--- src/hw/dpc_pkg.sv ---
package dpc_pkg;

   localparam int NUM_REGS = 24;
   localparam int ADDR_W = 5;

   // byte offsets of the global registers
   localparam logic [4:0] ADDR_MODE = 5'h14;
   localparam logic [4:0] ADDR_CLK = 5'h15;
   localparam logic [4:0] ADDR_XTAL = 5'h16;
   localparam logic [4:0] ADDR_STATUS = 5'h17;

   // writable bit masks; reserved and fixed bits stay zero
   localparam logic [7:0] MASK_MODE = 8'hFC;
   localparam logic [7:0] MASK_CLK = 8'hEF;
   localparam logic [7:0] MASK_XTAL = 8'h08;
   localparam logic [7:0] MASK_CFG = 8'hFF;

   // fixed pattern seen when reading the crystal register
   localparam logic [7:0] XTAL_FIXED = 8'hA0;

   // reset values
   localparam logic [7:0] RST_MODE = 8'h0C;
   localparam logic [7:0] RST_BYTE = 8'h00;
   localparam logic [3:0] RST_PINS = 4'h3;

   // field positions in the global registers
   localparam int POS_MODE = 6;
   localparam int POS_CONFIG = 5;
   localparam int POS_SRC = 4;
   localparam int POS_OE1 = 3;
   localparam int POS_OE0 = 2;
   localparam int POS_CLKSEL = 7;
   localparam int POS_POLICY = 5;
   localparam int POS_RATE = 2;
   localparam int POS_WIN = 0;
   localparam int POS_DBL = 3;

   // pin vector positions
   localparam int PIN_OE0 = 0;
   localparam int PIN_OE1 = 1;
   localparam int PIN_CFG = 2;
   localparam int PIN_CLK = 3;

   // rate and window base figures
   localparam logic [4:0] RATE_BASE_DIV = 5'h10;
   localparam logic [4:0] WIN_BASE_US = 5'h02;

   typedef enum logic [1:0] {
      DPC_LOW_BW,
      DPC_SYNTH,
      DPC_HIGH_BW
   } dpc_mode_e;

   typedef enum logic [1:0] {
      DPC_PIN_MANUAL,
      DPC_AUTO_NONREV,
      DPC_AUTO_REV,
      DPC_REG_MANUAL
   } dpc_policy_e;

   typedef struct packed {
      logic        out0_format_sel;
      logic        out1_format_sel;
      logic [16:0] ref_prediv;
      logic [16:0] lower_loop_fb_div;
      logic [7:0]  upper_loop_fb_int;
      logic [17:0] upper_loop_fb_frac;
      logic [10:0] output_div;
      logic [6:0]  loop_settings;
   } dpc_cfg_s;

   typedef struct packed {
      logic        sel_clk1;
      logic        auto_switch;
      logic        revertive;
      logic [4:0]  adc_div;
      logic [4:0]  edge_window_us;
      logic        crystal_doubler;
   } dpc_glob_s;

endpackage

--- src/hw/dpc_regs.sv ---
// The strobed register port and the register offsets were decided locally.
`timescale 1ns/1ps

// Operation
// RULE1: two config sets, only active applied
// RULE2: format bit 0 LVPECL, 1 LVDS
// RULE3: 17-bit reference pre-divider per config
// RULE4: 17-bit lower loop divider per config
// RULE5: 8-bit integer, 18-bit fraction upper divider
// RULE6: 11-bit output divider per config
// RULE7: 7-bit loop settings, meaning per mode
// RULE8: mode 00 low, 01 synth, else high
// RULE9: source bit 0 pin, 1 register
// RULE10: register select only under register control
// RULE11: output enabled by bit AND pin
// RULE12: software writes zero to reserved bits
// RULE13: policy pin, nonrevertive, revertive, register
// RULE14: input select bit per policy, pin ignores
// RULE15: sampling rate crystal over 16/8/4/2
// RULE16: lock window 2, 4, 8, 16 us
// RULE17: doubler bit doubles crystal to detector
// RULE18: enable bits reset to enabled
// RULE19: byte-addressed registers, sequential block access; the port here moves one byte per strobe, with no block access
// RULE20: pin low set 0, high set 1
module dpc_regs
(
   input  wire logic              clk,
   input  wire logic              srst,
   input  wire logic [4:0]        addr,
   input  wire logic [7:0]        wdata,
   input  wire logic              wr,
   input  wire logic              rd,
   output logic [7:0]             rdata,
   input  wire logic              cfg_pin,
   input  wire logic              oe0_pin,
   input  wire logic              oe1_pin,
   input  wire logic              clk_sel_pin,
   output dpc_pkg::dpc_cfg_s      active_cfg,
   output logic                   active_set,
   output dpc_pkg::dpc_mode_e     pll_mode,
   output dpc_pkg::dpc_glob_s     glob,
   output logic                   out0_enable,
   output logic                   out1_enable
);

   ////////////////////////////////////////////////////////////////////////
   // field extraction

   // config n bytes interleave: set 0 at even, set 1 at odd offsets
   function automatic dpc_pkg::dpc_cfg_s extract_cfg
   (
      input logic [7:0] m [0:dpc_pkg::NUM_REGS-1],
      input logic       n
   );
      logic [7:0] b [0:9];
      dpc_pkg::dpc_cfg_s c;
      for (int k = 0; k < 10; k++)
      begin
         b[k] = m[2 * k + int'(n)];
      end
      // RULE5: upper divider fields
      c.upper_loop_fb_frac = {b[0], b[1], b[2][7:6]};
      c.upper_loop_fb_int = {b[2][5:0], b[3][7:6]};
      // RULE3: reference pre-divider
      c.ref_prediv = {b[3][5:0], b[4], b[5][7:5]};
      // RULE4: lower loop divider
      c.lower_loop_fb_div = {b[5][4:0], b[6], b[7][7:4]};
      // RULE6: output divider
      c.output_div = {b[7][3:0], b[8][7:1]};
      // RULE7: loop settings
      c.loop_settings = {b[8][0], b[9][7:2]};
      // RULE2: format selects
      c.out1_format_sel = b[9][1];
      c.out0_format_sel = b[9][0];
      return c;
   endfunction

   function automatic logic [7:0] write_mask
   (
      input logic [4:0] a
   );
      logic [7:0] mk;
      mk = dpc_pkg::MASK_CFG;
      if (a == dpc_pkg::ADDR_MODE)
      begin
         mk = dpc_pkg::MASK_MODE;
      end
      else if (a == dpc_pkg::ADDR_CLK)
      begin
         mk = dpc_pkg::MASK_CLK;
      end
      else if (a == dpc_pkg::ADDR_XTAL)
      begin
         mk = dpc_pkg::MASK_XTAL;
      end
      else if (a >= dpc_pkg::ADDR_STATUS)
      begin
         mk = 8'h00;
      end
      return mk;
   endfunction

   ////////////////////////////////////////////////////////////////////////
   // register storage and read port

   logic [7:0] mem      [0:dpc_pkg::NUM_REGS-1];
   logic [7:0] next_mem [0:dpc_pkg::NUM_REGS-1];
   logic [7:0] next_rdata;

   always_comb
   begin
      for (int i = 0; i < dpc_pkg::NUM_REGS; i++)
      begin
         next_mem[i] = mem[i];
      end
      // RULE19: byte address selects one register
      if (wr && addr < 5'(dpc_pkg::NUM_REGS))
      begin
         // RULE12: reserved positions never stored
         next_mem[addr] = wdata & write_mask(addr);
      end
      next_rdata = 8'h00;
      if (rd && addr < 5'(dpc_pkg::NUM_REGS))
      begin
         next_rdata = mem[addr];
         if (addr == dpc_pkg::ADDR_XTAL)
         begin
            next_rdata = mem[addr] | dpc_pkg::XTAL_FIXED;
         end
      end
   end

   always_ff @(posedge clk)
   begin
      if (srst)
      begin
         for (int i = 0; i < dpc_pkg::NUM_REGS; i++)
         begin
            mem[i] <= dpc_pkg::RST_BYTE;
         end
         // RULE18: enables come up set
         mem[dpc_pkg::ADDR_MODE] <= dpc_pkg::RST_MODE;
         rdata <= 8'h00;
      end
      else
      begin
         for (int i = 0; i < dpc_pkg::NUM_REGS; i++)
         begin
            mem[i] <= next_mem[i];
         end
         rdata <= next_rdata;
      end
   end

   ////////////////////////////////////////////////////////////////////////
   // pin synchronisers: change counts once stages two and three agree

   logic [3:0] pin_s1;
   logic [3:0] pin_s2;
   logic [3:0] pin_s3;
   logic [3:0] pins;
   logic [3:0] next_pins;

   always_comb
   begin
      next_pins = pins;
      for (int i = 0; i < 4; i++)
      begin
         if (pin_s2[i] == pin_s3[i])
         begin
            next_pins[i] = pin_s3[i];
         end
      end
   end

   always_ff @(posedge clk)
   begin
      if (srst)
      begin
         pin_s1 <= dpc_pkg::RST_PINS;
         pin_s2 <= dpc_pkg::RST_PINS;
         pin_s3 <= dpc_pkg::RST_PINS;
         pins <= dpc_pkg::RST_PINS;
      end
      else
      begin
         pin_s1 <= {clk_sel_pin, cfg_pin, oe1_pin, oe0_pin};
         pin_s2 <= pin_s1;
         pin_s3 <= pin_s2;
         pins <= next_pins;
      end
   end

   ////////////////////////////////////////////////////////////////////////
   // applied settings

   dpc_pkg::dpc_cfg_s  next_active_cfg;
   logic               next_active_set;
   dpc_pkg::dpc_mode_e next_pll_mode;
   dpc_pkg::dpc_glob_s next_glob;
   logic               next_out0_enable;
   logic               next_out1_enable;
   logic [7:0]         mode_reg;
   logic [7:0]         clk_reg;
   logic [1:0]         mode_code;
   dpc_pkg::dpc_policy_e policy;

   always_comb
   begin
      mode_reg = mem[dpc_pkg::ADDR_MODE];
      clk_reg = mem[dpc_pkg::ADDR_CLK];
      mode_code = mode_reg[dpc_pkg::POS_MODE +: 2];
      policy = dpc_pkg::dpc_policy_e'(clk_reg[dpc_pkg::POS_POLICY +: 2]);
      // RULE9: profile source
      if (mode_reg[dpc_pkg::POS_SRC])
      begin
         // RULE10: register select applies
         next_active_set = mode_reg[dpc_pkg::POS_CONFIG];
      end
      else
      begin
         // RULE20: pin picks the set
         next_active_set = pins[dpc_pkg::PIN_CFG];
      end
      // RULE1: only the chosen set leaves
      next_active_cfg = extract_cfg(mem, next_active_set);
      // RULE8: mode decode, 10 and 11 alike
      unique case (mode_code)
         2'b00: next_pll_mode = dpc_pkg::DPC_LOW_BW;
         2'b01: next_pll_mode = dpc_pkg::DPC_SYNTH;
         default: next_pll_mode = dpc_pkg::DPC_HIGH_BW;
      endcase
      // RULE13: clock policy
      next_glob.auto_switch = (policy == dpc_pkg::DPC_AUTO_NONREV) ||
                              (policy == dpc_pkg::DPC_AUTO_REV);
      next_glob.revertive = (policy == dpc_pkg::DPC_AUTO_REV);
      // RULE14: select bit ignored under pin policy
      if (policy == dpc_pkg::DPC_PIN_MANUAL)
      begin
         next_glob.sel_clk1 = pins[dpc_pkg::PIN_CLK];
      end
      else
      begin
         next_glob.sel_clk1 = clk_reg[dpc_pkg::POS_CLKSEL];
      end
      // RULE15: converter divisor 16 down to 2
      next_glob.adc_div = dpc_pkg::RATE_BASE_DIV >>
                          clk_reg[dpc_pkg::POS_RATE +: 2];
      // RULE16: window 2 up to 16 us
      next_glob.edge_window_us = dpc_pkg::WIN_BASE_US <<
                                 clk_reg[dpc_pkg::POS_WIN +: 2];
      // RULE17: crystal doubler
      next_glob.crystal_doubler =
         mem[dpc_pkg::ADDR_XTAL][dpc_pkg::POS_DBL];
      // RULE11: bit and pin both needed
      next_out0_enable = mode_reg[dpc_pkg::POS_OE0] &
                         pins[dpc_pkg::PIN_OE0];
      next_out1_enable = mode_reg[dpc_pkg::POS_OE1] &
                         pins[dpc_pkg::PIN_OE1];
   end

   always_ff @(posedge clk)
   begin
      if (srst)
      begin
         active_cfg <= '0;
         active_set <= 1'b0;
         pll_mode <= dpc_pkg::DPC_LOW_BW;
         glob <= '0;
         out0_enable <= 1'b0;
         out1_enable <= 1'b0;
      end
      else
      begin
         active_cfg <= next_active_cfg;
         active_set <= next_active_set;
         pll_mode <= next_pll_mode;
         glob <= next_glob;
         out0_enable <= next_out0_enable;
         out1_enable <= next_out1_enable;
      end
   end

endmodule

--- config.mk ---
export PLATFORM = sky130hd
export DESIGN_NAME = dpc_regs
export DESIGN_NICKNAME = d
export VERILOG_FILES = /design/src/hw/dpc_pkg.sv /design/src/hw/dpc_regs.sv
export SDC_FILE = /design/constraint.sdc
export NUM_CORES = 1
export LEC_CHECK = 0
export ABC_AREA = 1
export BUFFER_PORTS_ARGS = -buffer_cell sky130_fd_sc_hd__buf_2
export CORE_UTILIZATION = 35
export CTS_CLUSTER_DIAMETER = 120
export CTS_CLUSTER_SIZE = 16
export DETAILED_ROUTE_END_ITERATION = 7
export PLACE_DENSITY = 0.57
export SYNTH_ARGS = -nofsm -noshare
export SYNTH_HDL_FRONTEND = slang
export SYNTH_SLANG_ARGS = --single-unit
--- constraint.sdc ---
create_clock -name clk -period 3.77 [get_ports clk]
set_input_delay 0.754 -clock clk [delete_from_list [all_inputs] [get_ports clk]]
set_output_delay 0.754 -clock clk [all_outputs]
set_load 0.05 [all_outputs]
## Word level (Yosys, flattened, before mapping)

Index checks and enable logic that the tools add are counted.

| word-level totals | value |
|---|---|
| bits in registers | 315 |
| input port bits | 21 |

| operators by class | value |
|---|---|
| multiplexer cells | 45 |
| equality and inequality tests | 10 |
| reduce and logical (&&, ||, !) cells | 7 |
| add/subtract/negate cells | 9 |
| $lt $le $gt $ge | 14 |
| shift operators | 2 |
| bitwise logic cells | 15 |

Operators by type and width:

| kind | count |
|---|---|
| 8-bit binary-select mux with 5-bit select | 11 |
| 32-bit by 6-bit greater-or-equal comparator with 1-bit output (second input constant) | 10 |
| 8-bit 2-to-1 mux | 29 |
| 192-bit bitwise mux | 1 |
| 5-bit inverter with 32-bit output | 4 |
| 4-bit inverter with 32-bit output | 2 |
| 6-bit inverter with 32-bit output | 2 |
| 8-bit demux with 5-bit select | 1 |
| 1-bit inverter with 32-bit output | 1 |
| 3-bit inverter with 32-bit output | 1 |
| 4-bit by 1-bit adder with 5-bit output (first input constant) | 4 |
| 5-bit == test (second input constant) | 3 |
| 5-bit by 1-bit adder with 6-bit output (first input constant) | 2 |
| 3-bit by 1-bit adder with 4-bit output (first input constant) | 2 |
| 8-bit bitwise AND | 1 |
| 6-bit greater-or-equal comparator (second input constant) | 1 |
| 6-bit by 1-bit < comparator with 1-bit output (second input constant) | 1 |
| 5-bit inverter with 6-bit output | 1 |
| 5-bit greater-or-equal comparator (second input constant) | 1 |
| 5-bit < comparator (second input constant) | 1 |
| 2-bit by 2-bit left shift with 5-bit output (first input constant) | 1 |
| 5-bit by 2-bit >> shifter with 5-bit output (first input constant) | 1 |
| 1-bit == test | 4 |
| 2-bit by 1-bit == test with 1-bit output (second input constant) | 2 |
| 10 further kinds | 15 |

## Longest topological paths before layout

| depth | value |
|---|---|
| depth after elaboration | 8 |
| gate-level depth with buffers | 12 |
| depth with buffers taken out | 9 |

## Worst setup path after synthesis

Ideal clock, no wire load.

| path | value |
|---|---|
| path type | in2reg |
| start | in addr[4] |
| end | reg mem[181] (netlist name) |
| arrival time | 1,856 ps |
| path slack | 1,848 ps |
| setup time | 66 ps |
| stages | 7 |
| data required time | 3,704 ps |
| cells stage by stage | buf_6 -> nor3_4 -> inv_4 -> nor2_4 -> buf_6 -> o21ai_2 -> a21oi_2 |

| between the ends | value |
|---|---|
| cells in the longest elaborated chain, start to end | 8 |
| elaborated cells on any way between the ends | 19 |

RTL lines:

| element | line | RTL |
|---|---|---|
| from (decl) | dpc_regs.sv:29 | `input wire logic [4:0] addr,` |
| 5-bit greater-or-equal comparator | dpc_regs.sv:96 | `else if (a >= dpc_pkg::ADDR_STATUS)` |
| 8-bit 2-to-1 mux | dpc_regs.sv:96 |  |
| 8-bit 2-to-1 mux | dpc_regs.sv:92 | `else if (a == dpc_pkg::ADDR_XTAL)` |
| 8-bit 2-to-1 mux | dpc_regs.sv:88 | `else if (a == dpc_pkg::ADDR_CLK)` |
| 8-bit 2-to-1 mux | dpc_regs.sv:84 | `if (a == dpc_pkg::ADDR_MODE)` |
| 8-bit 2-to-1 mux | dpc_regs.sv:117 | `if (wr && addr < 5'(dpc_pkg::NUM_REGS))` |
| 8-bit bitwise AND | dpc_regs.sv:120 | `next_mem[addr] = wdata & write_mask(addr);` |
| 192-bit bitwise mux | dpc_regs.sv:120 |  |
| to (signal, indexed assignment) | dpc_regs.sv:139 | `mem[i] <= dpc_pkg::RST_BYTE;` |
| to (signal, indexed assignment) | dpc_regs.sv:142 | `mem[dpc_pkg::ADDR_MODE] <= dpc_pkg::RST_MODE;` |
| to (signal, indexed assignment) | dpc_regs.sv:149 | `mem[i] <= next_mem[i];` |
| to (decl) | dpc_regs.sv:106 | `logic [7:0] mem [0:dpc_pkg::NUM_REGS-1];` |

Several ways; a longest one is shown, not always the timed one. The select of a mux whose other input is x is not followed.
A chain may end at the register's enable or synchronous reset.

## Worst setup path after layout

| path | value |
|---|---|
| start | in addr[0] |
| end | reg mem[75] (netlist name) |

Same word-level chain as after synthesis.

==> results.yml <==
floorplan:
  die_w_um: 192
  fp-row-count: 69
  io-pin-count: 128
  core_area_sq_um: 35600
  start_util_pct: 35.6
  fp.dieH_um: 192
  die_area_sq_um: 36900
clock_network:
  ctsHoldBuffers: 0
  clk_path_buf_depth: 3
  post_cts_buffers: 0
  cts_sinks: 311
  worstSkewPairLatency_ns: 0.53
  cts_buffers: 23
  path_clk_slew_ns: 0.07
  cts_tree: "yes"
  htree_levels: 1
  cts-root-buf: "clkbuf_16"
  cts-resized-gates: 0
timing:
  hold_viol: 0
  rsz0062_at_grt: "no"
  setup_slack_ns: 1.59
  period_share_pct: 57.8
  finalSetupTns_ns: 0
  slew_viol_final: 0
  max_freq_mhz: 459
  relSlewSlack_pct: 52.9
  skew_ns: 0.0193
  worst_pin_slew_ns: 0.703
  setup_viol: 0
  min_period_ns: 2.18
synthesis:
  synth-edff-count: 0
  synth_cells: 1641
  syn_area_sq_um: 12700
  avgSynthCellArea_sq_um: 7.72
  synth_top_flop_cell: "dfxtp_1"
  ys_ff_latch: 311
  ys_warn_count: 0
  yosysTopAreaCell: "dfxtp_1"
  synth_area_leaders: "dfxtp_1, nand2_1, a21oi_1"
  netlist.area_leader.share_pct: 49.2
  async_flop_share_pct: 0
  synth_cell_types: 33
  ys_seq_area_share_pct: 49.2
worst_setup_path:
  crit_slowest_cell: "buf_4"
  crit_fanout: 35
  required_ns: 4.23
  cp-end-kind: "flop"
  crit_chain: "buf_2 -> inv_2 -> buf_4 -> nand3_4 -> nor2_4 -> o21ai_0 -> a21oi_1"
  slowest_delay_ns: 0.40
  worstSetupPathType: "in2reg"
  crit_buf_inv: 3
  cp.arrival_ns: 2.64
  cpLargestDelayFamily: "buffers and inverters"
  start_kind: "input pin"
global_route:
  grt_antenna_before_repair: 1
  grt_pass1_vias: 9927
  grt_usage_pct: 19.3
  grt_max_degree: 96
  gr-total-overflow: 0
  grt_pass1_wl_um: 55400
power_and_ir_drop:
  p_sw_mw: 1.47
  p_int_mw: 4.49
  p_leak_nw: 5.87
  p_per_area_nw_per_um2: 426
  power_mw: 5.96
  clockPowerShare_pct: 37.2
  seqPwrFrac_pct: 56.0
  p_comb_share_pct: 6.8
  ir_drop_mv: 0.267
  p_sw_share_pct: 24.6
finish:
  area_growth_pct: 10.4
  fin_nets: 1713
  n_antenna_cell: 0
  layout_commonest_cell: "nand2_1"
  fin_area_sq_um: 14000
  final_cell_mix: "nand2_1, dfxtp_1, a21oi_1"
  top_register: "mem"
  layout-drive-gt1-share_pct: 13.9
  largest_register_ffs: 174
  reg_top3: "mem x174, active_cfg x80, glob x12"
run_status:
  status: "finished clean"
placement:
  place_area_sq_um: 13400
  hpwl_um: 23100
  port_buffers: 125
  place_congestion: 0.819
  place_ws_ns: 1.05
drt:
  num_vias: 10700
  drc: 0
  drt_wl_total_um: 36000
  wl_per_cell_um: 16.7
  drtIter0Drc: 967
  dr.pass1.iters: 7
  routed_via_density: 4.99
  antenna_left: 0
job:
  maxCapViolations: 0
min_path:
  hp-class: "reg2reg"
[cell usage after synthesis, types with 7 or more instances]
| library cell | count |
|---|---|
| nor2_4 | 18 |
| nand3_1 | 23 |
| o21ai_1 | 36 |
| nand2_1 | 409 |
| o21ai_0 | 242 |
| a21oi_1 | 260 |
| nand4_1 | 8 |
| nor2_1 | 26 |
| nor3_1 | 11 |
| clkbuf_1 | 49 |
| buf_2 | 47 |
| inv_4 | 7 |
| nor3b_1 | 13 |
| dfxtp_1 | 311 |
| buf_6 | 20 |
| inv_1 | 110 |
[worst min-delay path, stage by stage, from the launching register on]
cell and delay, ns:
dfxtp_1 0.30, inv_1 0.04, nor2_1 0.03
[power by group through the flow]
| stage | Combinational, mW | Sequential, mW | Clock (mW) |
|---|---|---|---|
| global route | 0.435 | 3.34 | 2.41 |
| finish | 0.404 | 3.34 | 2.22 |
| detailed placement | 0.402 | 3.41 | 0 |
| global placement | 0.398 | 3.41 | 0 |
| floorplan | 0.250 | 3.44 | 0 |
| CTS | 0.402 | 3.34 | 2.30 |
[final timing paths]
check	startpoint	end	slack [ns]	cells after the start
setup reg to reg	mode_reg[4]$_SDFFE_PP0P_	active_cfg[1]$_SDFF_PP0_	1.64	4
hold / removal	pin_s1[3]$_SDFF_PP0_	pin_s2[3]$_SDFF_PP0_	0.39	2
hold reg to reg	pin_s1[3]$_SDFF_PP0_	pin_s2[3]$_SDFF_PP0_	0.39	2
setup / recovery	addr[0]	mem[75]$_SDFFE_PP0P_	1.59	7
[cells by family after synthesis]
group	synth area share, %
DFF	49.2
other	0.0296
buffers and inverters	9.23
AOI/OAI and AO/OA	21.9
and+or+nand+nor	19.4
muxes	0.0790
adders and majority gates	0.198
[stage by stage]
step                cells  hold slack (ns)  utilization, %
global placement     2126            0.392            37.7
CTS                  2150            0.385            39.3
floorplan            1642            0.388               -
detailed placement   2126            0.395            37.7
finish               2150            0.393            39.3
global route         2150            0.399            39.3
[layer usage]
layer,part of all wire [%],GRT usage (%),up-vias
met5,0.031,0,-
met4,2.7,5.72,2
met3,5.9,2.87,57
met2,44,30.7,295
met1,47,26.8,4949
li1,-,-,5434
[area by class of cell]
type | count | area, sq um
clock inverter | 1 | 11.3
clock buffer | 23 | 576
tap | 461 | 577
multi-input combinational | 1086 | 5290
sequential | 311 | 6230
timing repair buffer | 148 | 836
fill | 3683 | 21600
inverter | 120 | 470
Power figures use the tool's default switching activity.
